===== config.mk =====
export PLATFORM = sky130hd
export DESIGN_NAME = alusd_datapath
export DESIGN_NICKNAME = d
export VERILOG_FILES = /design/src/logic/alusd_alu.v /design/src/logic/alusd_datapath.v /design/src/logic/alusd_regfile.v
export VERILOG_INCLUDE_DIRS = /design/src /design/src/logic
export SDC_FILE = /design/constraint.sdc
export NUM_CORES = 1
export LEC_CHECK = 0
export BUFFER_PORTS_ARGS = -buffer_cell sky130_fd_sc_hd__clkbuf_2
export CELL_PAD_IN_SITES_DETAIL_PLACEMENT = 2
export CELL_PAD_IN_SITES_GLOBAL_PLACEMENT = 2
export CORE_MARGIN = 3
export CORE_UTILIZATION = 43
export CTS_CLUSTER_SIZE = 30
export DETAILED_ROUTE_END_ITERATION = 12
export GPL_ROUTABILITY_DRIVEN = 0
export PLACE_DENSITY = 0.92
export SYNTH_ARGS = -nofsm -noshare
export SYNTH_HDL_FRONTEND = slang
export SYNTH_SLANG_ARGS = --single-unit
export TNS_END_PERCENT = 5

===== constraint.sdc =====
create_clock -name clk_in -period 7.04 [get_ports clk_in]
set_clock_uncertainty 0.1 [all_clocks]
set_input_delay 1.056 -clock clk_in [delete_from_list [all_inputs] [get_ports clk_in]]
set_output_delay 1.056 -clock clk_in [all_outputs]
set_load 0.05 [all_outputs]

===== src/logic/alusd_map.vh =====
`ifndef ALUSD_MAP_VH
`define ALUSD_MAP_VH
`define ALUSD_ADDR_INDF 5'h00
`define ALUSD_ADDR_PCL 5'h02
`define ALUSD_ADDR_STATUS 5'h03
`define ALUSD_ADDR_FSR 5'h04
`define ALUSD_BIT_C 0
`define ALUSD_BIT_DC 1
`define ALUSD_BIT_Z 2
`define ALUSD_BIT_PD 3
`define ALUSD_BIT_TO 4
`define ALUSD_BIT_PA 5
`define ALUSD_BIT_WAKE 7
`define ALUSD_STATUS_RST 8'h18
`define ALUSD_STATUS_WMASK 8'hA7
// Operation codes on the decoder port.
`define ALUSD_OP_NOP 4'h0
`define ALUSD_OP_ADD 4'h1
`define ALUSD_OP_SUB 4'h2
`define ALUSD_OP_AND 4'h3
`define ALUSD_OP_IOR 4'h4
`define ALUSD_OP_XOR 4'h5
`define ALUSD_OP_COM 4'h6
`define ALUSD_OP_INC 4'h7
`define ALUSD_OP_DEC 4'h8
`define ALUSD_OP_RLF 4'h9
`define ALUSD_OP_RRF 4'hA
`define ALUSD_OP_SWAP 4'hB
`define ALUSD_OP_MOV 4'hC
`define ALUSD_OP_CLR 4'hD
`define ALUSD_OP_BCF 4'hE
`define ALUSD_OP_BSF 4'hF
`endif


===== src/logic/alusd_alu.v =====
`timescale 1ns/100ps
`include "alusd_map.vh"
// Combinational eight-bit arithmetic unit with flag outputs.
module alusd_alu (
  input wire [3:0] op_in,
  input wire [7:0] acc_in,
  input wire [7:0] opnd_in,
  input wire [2:0] bit_in,
  input wire carry_in,
  output reg [7:0] result_out,
  output reg c_out,
  output reg dc_out,
  output reg z_out,
  output reg c_upd_out,
  output reg dc_upd_out,
  output reg z_upd_out
);
  reg [8:0] sum;
  reg [4:0] nib;

  // Subtract is opnd plus inverted acc plus one, so carry set means no borrow.
  always @* begin
    sum = 9'h000;
    nib = 5'h00;
    result_out = opnd_in;
    c_out = carry_in;
    dc_out = 1'b0;
    c_upd_out = 1'b0;
    dc_upd_out = 1'b0;
    z_upd_out = 1'b0;
    case (op_in)
      `ALUSD_OP_ADD: begin
        sum = {1'b0, opnd_in} + {1'b0, acc_in};
        nib = {1'b0, opnd_in[3:0]} + {1'b0, acc_in[3:0]};
        result_out = sum[7:0];
        c_out = sum[8];
        dc_out = nib[4];
        {c_upd_out, dc_upd_out, z_upd_out} = 3'b111;
      end
      `ALUSD_OP_SUB: begin
        sum = {1'b0, opnd_in} + {1'b0, ~acc_in} + 9'h001;
        nib = {1'b0, opnd_in[3:0]} + {1'b0, ~acc_in[3:0]} + 5'h01;
        result_out = sum[7:0];
        c_out = sum[8];
        dc_out = nib[4];
        {c_upd_out, dc_upd_out, z_upd_out} = 3'b111;
      end
      `ALUSD_OP_AND: begin
        result_out = opnd_in & acc_in;
        z_upd_out = 1'b1;
      end
      `ALUSD_OP_IOR: begin
        result_out = opnd_in | acc_in;
        z_upd_out = 1'b1;
      end
      `ALUSD_OP_XOR: begin
        result_out = opnd_in ^ acc_in;
        z_upd_out = 1'b1;
      end
      `ALUSD_OP_COM: begin
        result_out = ~opnd_in;
        z_upd_out = 1'b1;
      end
      `ALUSD_OP_INC: begin
        result_out = opnd_in + 8'h01;
        z_upd_out = 1'b1;
      end
      `ALUSD_OP_DEC: begin
        result_out = opnd_in - 8'h01;
        z_upd_out = 1'b1;
      end
      `ALUSD_OP_RLF: begin
        result_out = {opnd_in[6:0], carry_in};
        c_out = opnd_in[7];
        c_upd_out = 1'b1;
      end
      `ALUSD_OP_RRF: begin
        result_out = {carry_in, opnd_in[7:1]};
        c_out = opnd_in[0];
        c_upd_out = 1'b1;
      end
      `ALUSD_OP_SWAP: result_out = {opnd_in[3:0], opnd_in[7:4]};
      `ALUSD_OP_MOV: begin
        result_out = opnd_in;
        z_upd_out = 1'b1;
      end
      `ALUSD_OP_CLR: begin
        result_out = 8'h00;
        z_upd_out = 1'b1;
      end
      `ALUSD_OP_BCF: result_out = opnd_in & ~(8'h01 << bit_in);
      `ALUSD_OP_BSF: result_out = opnd_in | (8'h01 << bit_in);
      default: result_out = opnd_in;
    endcase
    z_out = (result_out == 8'h00);
  end
endmodule // alusd_alu


===== src/logic/alusd_datapath.v =====
// Our own choices: the placing of the registers and the plain strobed port.
`timescale 1ns/100ps
`include "alusd_map.vh"
// Accumulator, status register and file datapath of the core.
// Program words arrive on their own bus, data on another.
module alusd_datapath #(
  parameter DEPTH = 32,
  parameter AW = 5,
  parameter PCW = 10
) (
  input wire clk_in,
  input wire reset_n_in,
  input wire ce_in,
  input wire [11:0] prog_word_in,
  input wire prog_valid_in,
  input wire [3:0] op_in,
  input wire [AW-1:0] file_addr_in,
  input wire [7:0] literal_in,
  input wire use_literal_in,
  input wire dest_file_in,
  input wire [2:0] bit_sel_in,
  input wire branch_in,
  input wire [PCW-1:0] branch_target_in,
  input wire watchdog_clear_op_in,
  input wire sleep_op_in,
  input wire watchdog_timeout_in,
  input wire pin_wake_in,
  output reg [11:0] instr_word_out,
  output reg [PCW-1:0] prog_addr_out,
  output reg [7:0] acc_out,
  output reg [7:0] status_out,
  output reg [7:0] fsr_out,
  output reg [7:0] file_rdata_out,
  output reg exec_valid_out,
  output wire stall_out
);
  reg [7:0] acc_q;
  reg [7:0] status_q;
  reg [7:0] fsr_q;
  reg [PCW-1:0] pc_q;
  reg [11:0] ir_q;
  reg ir_valid_q;
  reg flush_q;
  wire [7:0] mem_rdata;
  wire [AW-1:0] eff_addr;
  wire [7:0] alu_result;
  wire alu_c;
  wire alu_dc;
  wire alu_z;
  wire upd_c;
  wire upd_dc;
  wire upd_z;
  reg [7:0] file_val;
  reg [7:0] opnd;
  reg [7:0] status_d;
  reg mem_we;
  reg [7:0] ra_hold_q;

  // Indirect access through the pointer register reaches every location.
  function [AW-1:0] resolve;
    input [AW-1:0] a;
    input [7:0] ptr;
    begin
      resolve = (a == `ALUSD_ADDR_INDF) ? ptr[AW-1:0] : a;
    end
  endfunction

  assign eff_addr = resolve(file_addr_in, fsr_q);

  // A move to a file stores the accumulator and leaves every flag alone, except a move to the status register.
  wire move_wf = (op_in == `ALUSD_OP_MOV) & dest_file_in & ~use_literal_in;

  // Store read data are registered in the store and again in ra_hold_q, so they come two edges late.
  alusd_regfile #(
    .DEPTH(DEPTH),
    .AW(AW)
  ) u_mem (
    .clk_in(clk_in),
    .ce_in(ce_in),
    .we_in(mem_we),
    .waddr_in(eff_addr),
    .wdata_in(alu_result),
    .raddr_in(eff_addr),
    .rdata_out(mem_rdata)
  );

  // Special registers sit in the same data map as general ones.
  always @* begin
    case (eff_addr)
      `ALUSD_ADDR_PCL: file_val = pc_q[7:0];
      `ALUSD_ADDR_STATUS: file_val = status_q;
      `ALUSD_ADDR_FSR: file_val = fsr_q;
      default: file_val = ra_hold_q;
    endcase
    opnd = use_literal_in ? literal_in : (move_wf ? acc_q : file_val);
  end

  alusd_alu u_alu (
    .op_in(op_in),
    .acc_in(acc_q),
    .opnd_in(opnd),
    .bit_in(bit_sel_in),
    .carry_in(status_q[`ALUSD_BIT_C]),
    .result_out(alu_result),
    .c_out(alu_c),
    .dc_out(alu_dc),
    .z_out(alu_z),
    .c_upd_out(upd_c),
    .dc_upd_out(upd_dc),
    .z_upd_out(upd_z)
  );

  wire exec = ce_in & ir_valid_q & ~flush_q & (op_in != `ALUSD_OP_NOP);
  wire to_file = exec & dest_file_in & ~use_literal_in;
  wire st_dest = to_file & (eff_addr == `ALUSD_ADDR_STATUS);
  // The zero flag follows the unit except on a move to a file.
  wire z_flag_upd = upd_z & ~move_wf;

  always @* begin
    mem_we = to_file & (eff_addr > `ALUSD_ADDR_FSR);
  end

  // Status next value: written bits first, then flag logic and reset cause.
  always @* begin
    status_d = status_q;
    if (st_dest) begin
      // Protected time-out and sleep bits keep their value.
      status_d = (alu_result & `ALUSD_STATUS_WMASK) |
                 (status_q & ~`ALUSD_STATUS_WMASK);
      status_d[6] = 1'b0;
      // Flags the instruction affects come from flag logic, not the result.
      if (upd_c) status_d[`ALUSD_BIT_C] = status_q[`ALUSD_BIT_C];
      if (upd_dc) status_d[`ALUSD_BIT_DC] = status_q[`ALUSD_BIT_DC];
      if (z_flag_upd) status_d[`ALUSD_BIT_Z] = status_q[`ALUSD_BIT_Z];
      // Clearing the status register keeps carry and half-carry as they were.
      if (op_in == `ALUSD_OP_CLR) begin
        status_d[`ALUSD_BIT_C] = status_q[`ALUSD_BIT_C];
        status_d[`ALUSD_BIT_DC] = status_q[`ALUSD_BIT_DC];
      end
    end
    if (exec) begin
      if (upd_c) status_d[`ALUSD_BIT_C] = alu_c;
      if (upd_dc) status_d[`ALUSD_BIT_DC] = alu_dc;
      if (z_flag_upd) status_d[`ALUSD_BIT_Z] = alu_z;
    end
    if (ce_in & watchdog_clear_op_in) begin
      status_d[`ALUSD_BIT_TO] = 1'b1;
      status_d[`ALUSD_BIT_PD] = 1'b1;
    end
    if (ce_in & sleep_op_in) begin
      status_d[`ALUSD_BIT_TO] = 1'b1;
      status_d[`ALUSD_BIT_PD] = 1'b0;
    end
    // A time-out in the same cycle as a clear wins, so it is never lost.
    if (ce_in & watchdog_timeout_in) status_d[`ALUSD_BIT_TO] = 1'b0;
    if (ce_in & pin_wake_in) status_d[`ALUSD_BIT_WAKE] = 1'b1;
  end

  // Status, accumulator and pointer registers; power-up sets time-out.
  always @(posedge clk_in or negedge reset_n_in) begin
    if (!reset_n_in) begin
      status_q <= `ALUSD_STATUS_RST;
      acc_q <= 8'h00;
      fsr_q <= 8'h00;
      ra_hold_q <= 8'h00;
    end else if (ce_in) begin
      status_q <= status_d;
      ra_hold_q <= mem_rdata;
      if (exec & (~dest_file_in | use_literal_in) & (op_in != `ALUSD_OP_BCF) &
          (op_in != `ALUSD_OP_BSF)) begin
        acc_q <= alu_result;
      end
      if (to_file & (eff_addr == `ALUSD_ADDR_FSR)) begin
        fsr_q <= alu_result;
      end
    end
  end

  // Fetch and execute overlap; a taken branch flushes the fetched word.
  always @(posedge clk_in or negedge reset_n_in) begin
    if (!reset_n_in) begin
      pc_q <= {PCW{1'b0}};
      ir_q <= 12'h000;
      ir_valid_q <= 1'b0;
      flush_q <= 1'b0;
    end else if (ce_in) begin
      ir_q <= prog_word_in;
      ir_valid_q <= prog_valid_in;
      flush_q <= branch_in & ir_valid_q;
      if (branch_in & ir_valid_q & ~flush_q) begin
        pc_q <= {status_q[`ALUSD_BIT_PA], branch_target_in[PCW-2:0]};
      end else if (to_file & (eff_addr == `ALUSD_ADDR_PCL)) begin
        pc_q <= {status_q[`ALUSD_BIT_PA], 1'b0, alu_result};
      end else begin
        pc_q <= pc_q + {{(PCW-1){1'b0}}, 1'b1};
      end
    end
  end

  assign stall_out = flush_q;

  // Outputs registered from state.
  always @(posedge clk_in or negedge reset_n_in) begin
    if (!reset_n_in) begin
      instr_word_out <= 12'h000;
      prog_addr_out <= {PCW{1'b0}};
      acc_out <= 8'h00;
      status_out <= `ALUSD_STATUS_RST;
      fsr_out <= 8'h00;
      file_rdata_out <= 8'h00;
      exec_valid_out <= 1'b0;
    end else if (ce_in) begin
      instr_word_out <= ir_q;
      prog_addr_out <= pc_q;
      acc_out <= acc_q;
      status_out <= status_q;
      fsr_out <= fsr_q;
      file_rdata_out <= file_val;
      exec_valid_out <= exec;
    end
  end
endmodule // alusd_datapath


===== src/logic/alusd_regfile.v =====
`timescale 1ns/100ps
// Small general-purpose data store; read data come out of a register.
module alusd_regfile #(
  parameter DEPTH = 32,
  parameter AW = 5
) (
  input wire clk_in,
  input wire ce_in,
  input wire we_in,
  input wire [AW-1:0] waddr_in,
  input wire [7:0] wdata_in,
  input wire [AW-1:0] raddr_in,
  output reg [7:0] rdata_out
);
  reg [7:0] mem_q [0:DEPTH-1];

  // No reset on the array keeps it a plain memory; read is registered.
  always @(posedge clk_in) begin
    if (ce_in) begin
      if (we_in) begin
        mem_q[waddr_in] <= wdata_in;
      end
      rdata_out <= mem_q[raddr_in];
    end
  end
endmodule // alusd_regfile

=== Yosys cells after proc, flatten, opt, wreduce, memory -nomap -nowiden ===
Memories as Yosys holds them, arrays and structs flattened. A register that Yosys moved wholly into a read port is not among the register bits.
Cells that the tools add are included.

* Magnitude comparators: 1
* Multiply operators: 0
* Equal/unequal tests: 21
* Bitwise operators: 36
* $add $sub $neg: 9
* Div/mod/pow operators: 0
* Mux-type cells: 28
* Shifts and indexed selects: 1
* Reductions and logical operators: 16

{| class="wikitable"
|+ Operators with widths
! kind !! count
|-
| $pmux 8 s14 || 1
|-
| $eq 4x4->1 const B || 8
|-
| $mux 8 || 3
|-
| $not 8->8 || 3
|-
| $pmux 8 s3 || 1
|-
| $and 1x1->1 || 21
|-
| $mux 10 || 2
|-
| $add 8x8->9 || 2
|-
| $and 8x8->8 || 2
|-
| $eq 4x3->1 const B || 4
|-
| $or 8x8->8 || 2
|-
| $mux 1 || 14
|-
| $reduce_and 2->1 || 7
|-
| $add 10x1->10 const B || 1
|-
| $add 4x4->5 || 2
|-
| $eq 5x2->1 const B || 2
|-
| $reduce_or 10->1 || 1
|-
| $add 9x1->9 const B || 1
|-
| $add 8x1->8 const B || 1
|-
| $eq 4x2->1 const B || 2
|-
| $logic_not 8->1 || 1
|-
| $ne 4x4->1 const B || 2
|-
| $or 8x5->8 || 1
|-
| $reduce_bool 4->1 || 2
|-
| other kinds (21) || 26
|}

* Input port bits: 53
* Bits in latches: 0
* Bits in read-only memories: 0
* Output and inout bits: 56
* Memories: 1
* Register bits after elaboration: 109
* Bits in writable memories: 256

{| class="wikitable"
|+ Memories
! name !! words !! bits a word !! read ports !! clocked after memory_dff !! wr ports !! line !! source
|-
| u_mem.mem_q || 32 || 8 || 1 || 1 || 1 || alusd_regfile.v:15 || <nowiki>reg [7:0] mem_q [0:DEPTH-1];</nowiki>
|}

=== Logic depth before layout (Yosys ltp) ===
* Depth in word-level cells: 16
* Mapped depth: 20
* Mapped depth without buffers: 18

=== By module ===
A second synthesis with hierarchy kept.

* Cells, all modules: 1215
* Area, all modules: 17636.9 sq um

{| class="wikitable"
|+ Modules (own cells, without submodules)
! module !! times used !! cells each !! seq. area each (sq um) !! area an instance (sq um)
|-
| alusd_regfile || 1 || 418 || 7927.6 || 10138.5
|-
| alusd_datapath || 1 || 429 || 2732.6 || 5073.6
|-
| alusd_alu || 1 || 368 || 0.0 || 2424.8
|}

=== Worst setup path after synthesis ===
No wires, ideal clock.

* Kind: input -> register
* From: in file_addr_in[3]
* To: reg status_q[2]
* Arrival: 6.184 ns
* Stages on the path: 19
* Data required time: 6.847 ns
* Setup slack: 0.663 ns
* Cells stage by stage: buf_2 -> or4_4 -> o21ai_4 -> a211o_1 -> a21oi_2 -> a21oi_2 -> inv_1 -> ha_1 -> fa_1 -> nand2b_1 -> a22oi_1 -> or3_1 -> o2111a_1 -> o21ai_0 -> a221o_1 -> a21oi_1 -> o31ai_1 -> o21ai_0 -> o31ai_2

* Word-level cells in the longest chain between the ends: 14
* Elaborated cells on any way between the ends: 27
* Classes of those cells: 5 x add/sub; 3 x eq/ne; 9 x mux; 8 x bitwise; 2 x reduce/logical

{| class="wikitable"
|+ RTL lines
! element !! line !! source
|-
| from (decl) || alusd_datapath.v:17 || <nowiki>input wire [AW-1:0] file_addr_in,</nowiki>
|-
| $logic_not 5->1 (no line) || -- ||
|-
| $mux 5 * || alusd_datapath.v:64 || <nowiki>resolve = (a == `ALUSD_ADDR_INDF) ? ptr[AW-1:0] : a;</nowiki>
|-
| $eq 5x3->1 or $eq 5x2->1 (tied branches) || alusd_datapath.v:89 || <nowiki>case (eff_addr)</nowiki>
|-
| $pmux 8 s3 * || alusd_datapath.v:89 ||
|-
| $mux 8 * (2 in series) || alusd_datapath.v:95 || <nowiki>opnd = use_literal_in ? literal_in : (move_wf ? acc_q : file_val);</nowiki>
|-
| $add 8x8->9 || alusd_alu.v:41 || <nowiki>sum = {1'b0, opnd_in} + {1'b0, ~acc_in} + 9'h001;</nowiki>
|-
| $add 9x1->9 || alusd_alu.v:41 ||
|-
| $pmux 8 s14 * || alusd_alu.v:31 || <nowiki>case (op_in)</nowiki>
|-
| via alu_result[2] || alusd_datapath.v:46 || <nowiki>wire [7:0] alu_result;</nowiki>
|-
| $or 8x5->8 || alusd_datapath.v:128 || <nowiki>status_d = (alu_result & `ALUSD_STATUS_WMASK) |</nowiki>
|-
| $mux 1 || alusd_datapath.v:134 || <nowiki>if (z_flag_upd) status_d[`ALUSD_BIT_Z] = status_q[`ALUSD_BIT_Z];</nowiki>
|-
| $mux 8 || alusd_datapath.v:126 || <nowiki>if (st_dest) begin</nowiki>
|-
| $mux 1 || alusd_datapath.v:144 || <nowiki>if (z_flag_upd) status_d[`ALUSD_BIT_Z] = alu_z;</nowiki>
|-
| $mux 3 * || alusd_datapath.v:141 || <nowiki>if (exec) begin</nowiki>
|-
| to (signal assigned) || alusd_datapath.v:162 || <nowiki>status_q <= `ALUSD_STATUS_RST;</nowiki>
|-
| to (signal assigned) || alusd_datapath.v:167 || <nowiki>status_q <= status_d;</nowiki>
|-
| to (decl) || alusd_datapath.v:38 || <nowiki>reg [7:0] status_q;</nowiki>
|}

Mark *: on every way through the listed nets, which the timed path passes. The rest lies on a longest branch. The select of a mux whose other input is x is not followed.
A chain may end at the register's enable or synchronous reset.

=== Worst setup path in the final report ===
* From: in file_addr_in[2]
* To: reg pc_q[6]

* Word-level cells in the longest chain between the ends: 11
* Elaborated cells on any way between the ends: 23
* Classes of those cells: 5 x add/sub; 3 x eq/ne; 7 x mux; 7 x bitwise; 1 x reduce/logical

{| class="wikitable"
|+ RTL lines
! element !! line !! source
|-
| $logic_not 5->1 (no line) || -- ||
|-
| $mux 5 * || alusd_datapath.v:64 ||
|-
| $eq 5x3->1 or $eq 5x2->1 (tied branches) || alusd_datapath.v:89 ||
|-
| $pmux 8 s3 * || alusd_datapath.v:89 ||
|-
| $mux 8 * (2 in series) || alusd_datapath.v:95 ||
|-
| $add 8x8->9 || alusd_alu.v:41 ||
|-
| $add 9x1->9 || alusd_alu.v:41 ||
|-
| $pmux 8 s14 * || alusd_alu.v:31 ||
|-
| via alu_result[6] || alusd_datapath.v:46 ||
|-
| $mux 10 * || alusd_datapath.v:192 || <nowiki>end else if (to_file & (eff_addr == `ALUSD_ADDR_PCL)) begin</nowiki>
|-
| $mux 10 * || alusd_datapath.v:190 || <nowiki>if (branch_in & ir_valid_q & ~flush_q) begin</nowiki>
|-
| to (signal assigned) || alusd_datapath.v:191 || <nowiki>pc_q <= {status_q[`ALUSD_BIT_PA], branch_target_in[PCW-2:0]};</nowiki>
|-
| to (signal assigned) || alusd_datapath.v:193 || <nowiki>pc_q <= {status_q[`ALUSD_BIT_PA], 1'b0, alu_result};</nowiki>
|-
| to (signal assigned) || alusd_datapath.v:195 || <nowiki>pc_q <= pc_q + {{(PCW-1){1'b0}}, 1'b1};</nowiki>
|-
| to (decl) || alusd_datapath.v:40 || <nowiki>reg [PCW-1:0] pc_q;</nowiki>
|}

Mark *: on every way through the listed nets, which the timed path passes. The rest lies on a longest branch.

==> reports/results.ini <==
[status]
outcome = finished clean

[worst_setup_path]
reg2reg_to = pc_q[6]$_DFFE_PN0P_
critPathKind = primary input to flip-flop
cp_cell_sequence = clkbuf_2, nor3_1, a21oi_1, buf_4, o21ai_1, a31o_1, a31o_1, inv_1, ha_1, a211oi_1, nor3_1, mux2i_1, o32ai_1, nor4bb_1, o2111ai_1, a221oi_1, o31ai_4, buf_4, o211ai_1, a31oi_1
critPathMaxFanout = 35
reg2reg_from = fsr_q[1]$_DFFE_PN0P_
crit_path_end_kind = flip-flop
cp-startpoint = file_addr_in[2]
required_ns = 7.29
regToRegSetupSlack_ns = 0.59
cp_slowest_cell = nor3_1
worst_r2r_path_depth = 18
cp.arrival_ns = 7.08
path_buf_inv = 4
startpoint_type = primary input
cp_slowest_stage_delay_ns = 0.54
critPathTopFamily = compound AO/OA/AOI/OAI gates

[clock_network]
cts_buffers = 39
cts_resized = 0
h-tree-depth = 2
clockBufferDepth = 3
cts_tree = done
clk_pin_slew_ns = 0.07
clkSinkCount = 373
cts-hold-fix-buffers = 0
clk-insertion-delay-late_ns = 0.55
cts_setup_buffers = 0
clockRootBuffer = clkbuf_16

[logic_synthesis]
ys_seq_area_share_pct = 60.2
synth.mux.area_fraction_pct = 11.0
ys_async_sr_fraction_pct = 29.2
ys_warn_count = 0
synth_edf_count = 264
synth-xor-area-share_pct = 0.445
synth_top_area_share_pct = 44.7
synthTopCellsByArea = edfxtp_1 (45%), dfrtp_1 (15%), mux4_2 (5.6%), mux2_2 (4.7%), nand2_1 (3.1%)
synth_top_flop_cell = edfxtp_1
synth_area_sq_um = 17700
synth_top_cell_by_area = edfxtp_1
synth-simple-area-share_pct = 10.9
synth_top_family_by_area = compound AO/OA/AOI/OAI gates
syn_inst = 1386
ys_types = 89
synth_compound_area_share_pct = 13.0
avgSynthCellArea_sq_um = 12.8
synth_seq_cells = 373
synthAdderAreaFrac_pct = 1.96

[final_layout]
final_common_cell = edfxtp_1
synthToLayoutAreaGrowth_pct = 14.6
multi_input_area_sq_um = 6800
final_layout_size_suffix_gt1_share_pct = 22.6
post-route-util_pct = 50.5
fillCellCount = 3868
layout_common_cells = edfxtp_1 (264), nand2_1 (145), dfrtp_1 (105)
n_antenna_cell = 0
regArea_sq_um = 10700
fin_nets = 1607

[job]
cap_violations = 0

[sta]
rsz0062_at_grt = no
period_minus_slack_ns = 6.84
post-route-period-util_pct = 97.1
worst_pin_slew_ns = 1.22
slew_headroom_pct = 18.4
setup_viol = 0
hold_viol = 0
final_max_slew_viol_count = 0
tns_ns = 0
timing.fmax_mhz = 146

[floorplan]
core_area_sq_um = 40200
fp.dieH_um = 209
start_util_pct = 44.1
std_cell_rows = 73
die-area_sq_um = 43700
ios = 109
die_x_um = 209

[placed_design]
dp_hpwl_um = 43500
port_buffers = 106

[pwr]
p_leak_uw = 0.00762
total_power_uw = 6590
p_per_area_nw_per_um2 = 325
vdd_drop_max_uv = 192

[global_routing]
overflow = 0
track_usage_pct = 32.8
grt_max_degree = 98
grt_pass1_vias = 15400
grt_pass1_wl_um = 108000
antenna_found_initial = 2

[min_path]
hp-class = flip-flop to flip-flop
hold_depth = 1
holdPathEnd = ra_hold_q[1]$_DFFE_PN0P_
worstHoldStart = u_mem.rdata_out[1]$_DFFE_PP_

[detailed_routing]
ant_nets = 0
drcViolationCount = 0
first_pass_iters = 6
drt-initial-drc-count = 1610
via_per_inst = 6.66
vias = 13900
finalWirelength_um = 72700
wl_per_cell_um = 34.9

worst max-delay path by stage:
| stage | to | slack, ns | cells past startpoint |
|---|---|---|---|
| after detailed placement | pc_q[6]$_DFFE_PN0P_ | 0.24 | 20 |
| after CTS | pc_q[6]$_DFFE_PN0P_ | 0.48 | 20 |
| final | pc_q[6]$_DFFE_PN0P_ | 0.20 | 20 |
| after floorplan | status_q[2]$_DFFE_PN0P_ | 0.66 | 19 |
| after global placement | status_q[2]$_DFFE_PN0P_ | 0.52 | 20 |
| after global routing | u_mem.mem_q[17][7]$_DFFE_PP_ | 0.08 | 17 |
cell usage after synthesis, types with 8 or more instances:
cell type,count
and3_1,24
a32oi_1,15
a22o_1,9
a21o_1,10
dfrtp_1,105
a31oi_1,20
mux4_2,44
a21oi_1,60
inv_1,37
nor3_1,15
edfxtp_1,264
buf_1,15
o211ai_1,15
mux2_2,74
mux2i_1,12
nand3_1,41
a22oi_1,11
o31ai_1,11
nand2b_1,20
nor2b_1,12
nand2_1,145
nor2_1,81
o21ai_0,80
a311oi_1,12
clkbuf_1,56
ha_1,23
and2_1,9
a211oi_1,8
sequential cells by signal (all words and copies together), names as in the netlist, 8 cells and up:
| name | flops |
|---|---|
| file_rdata_out | 8 |
| acc_out | 8 |
| fsr_q | 8 |
| ir_q | 12 |
| fsr_out | 8 |
| prog_addr_out | 10 |
| u_mem.rdata_out | 8 |
| pc_q | 10 |
| instr_word_out | 12 |
| ra_hold_q | 8 |
| acc_q | 8 |
| u_mem.mem_q | 256 |
final cells by class:
| class | count | share of cell area, % |
|---|---|---|
| multi-input combinational | 938 | 33.5 |
| clock buffer | 50 | 5.32 |
| clock inverter | 21 | 0.888 |
| sequential | 373 | 52.5 |
| timing repair buffer | 139 | 3.86 |
| tap | 525 | 3.24 |
| inverter | 37 | 0.684 |
stage by stage:
| step | cells | instance area, sq um | hold slack (ns) | setup WS [ns] |
|---|---|---|---|---|
| after floorplan | 1426 | 17900 | 0.330 | 0.663 |
| after global placement | 2012 | 19000 | 0.336 | 0.519 |
| after detailed placement | 2012 | 19000 | 0.358 | 0.239 |
| after CTS | 2083 | 20300 | 0.411 | 0.477 |
| after global routing | 2083 | 20300 | 0.428 | 0.0766 |
| final | 2083 | 20300 | 0.412 | 0.202 |
where the power goes:
group	internal [uW]	switching [uW]
Combinational	441	1140
Sequential	2650	224
Clock	1200	934
per-layer routing:
layer / GRT usage, % / vias up / share of wire (%)
met5: 0 / - / 0
met4: 18.8 / 0 / 6.7
met3: 5.43 / 309 / 7.0
met2: 56.1 / 858 / 50
met1: 39.4 / 7140 / 37
li1: - / 5569 / -
kinds of logic after synthesis:
kind of cell | count (synthesis)
multiplexers | 130
AO/OA/AOI/OAI | 333
buffers and inverters | 115
adder cells (fa/ha/maj) | 26
other | 1
AND/OR/NAND/NOR | 399
flip-flops | 373
XOR/XNOR | 9
Note: power is estimated with default switching activity, not from simulation.
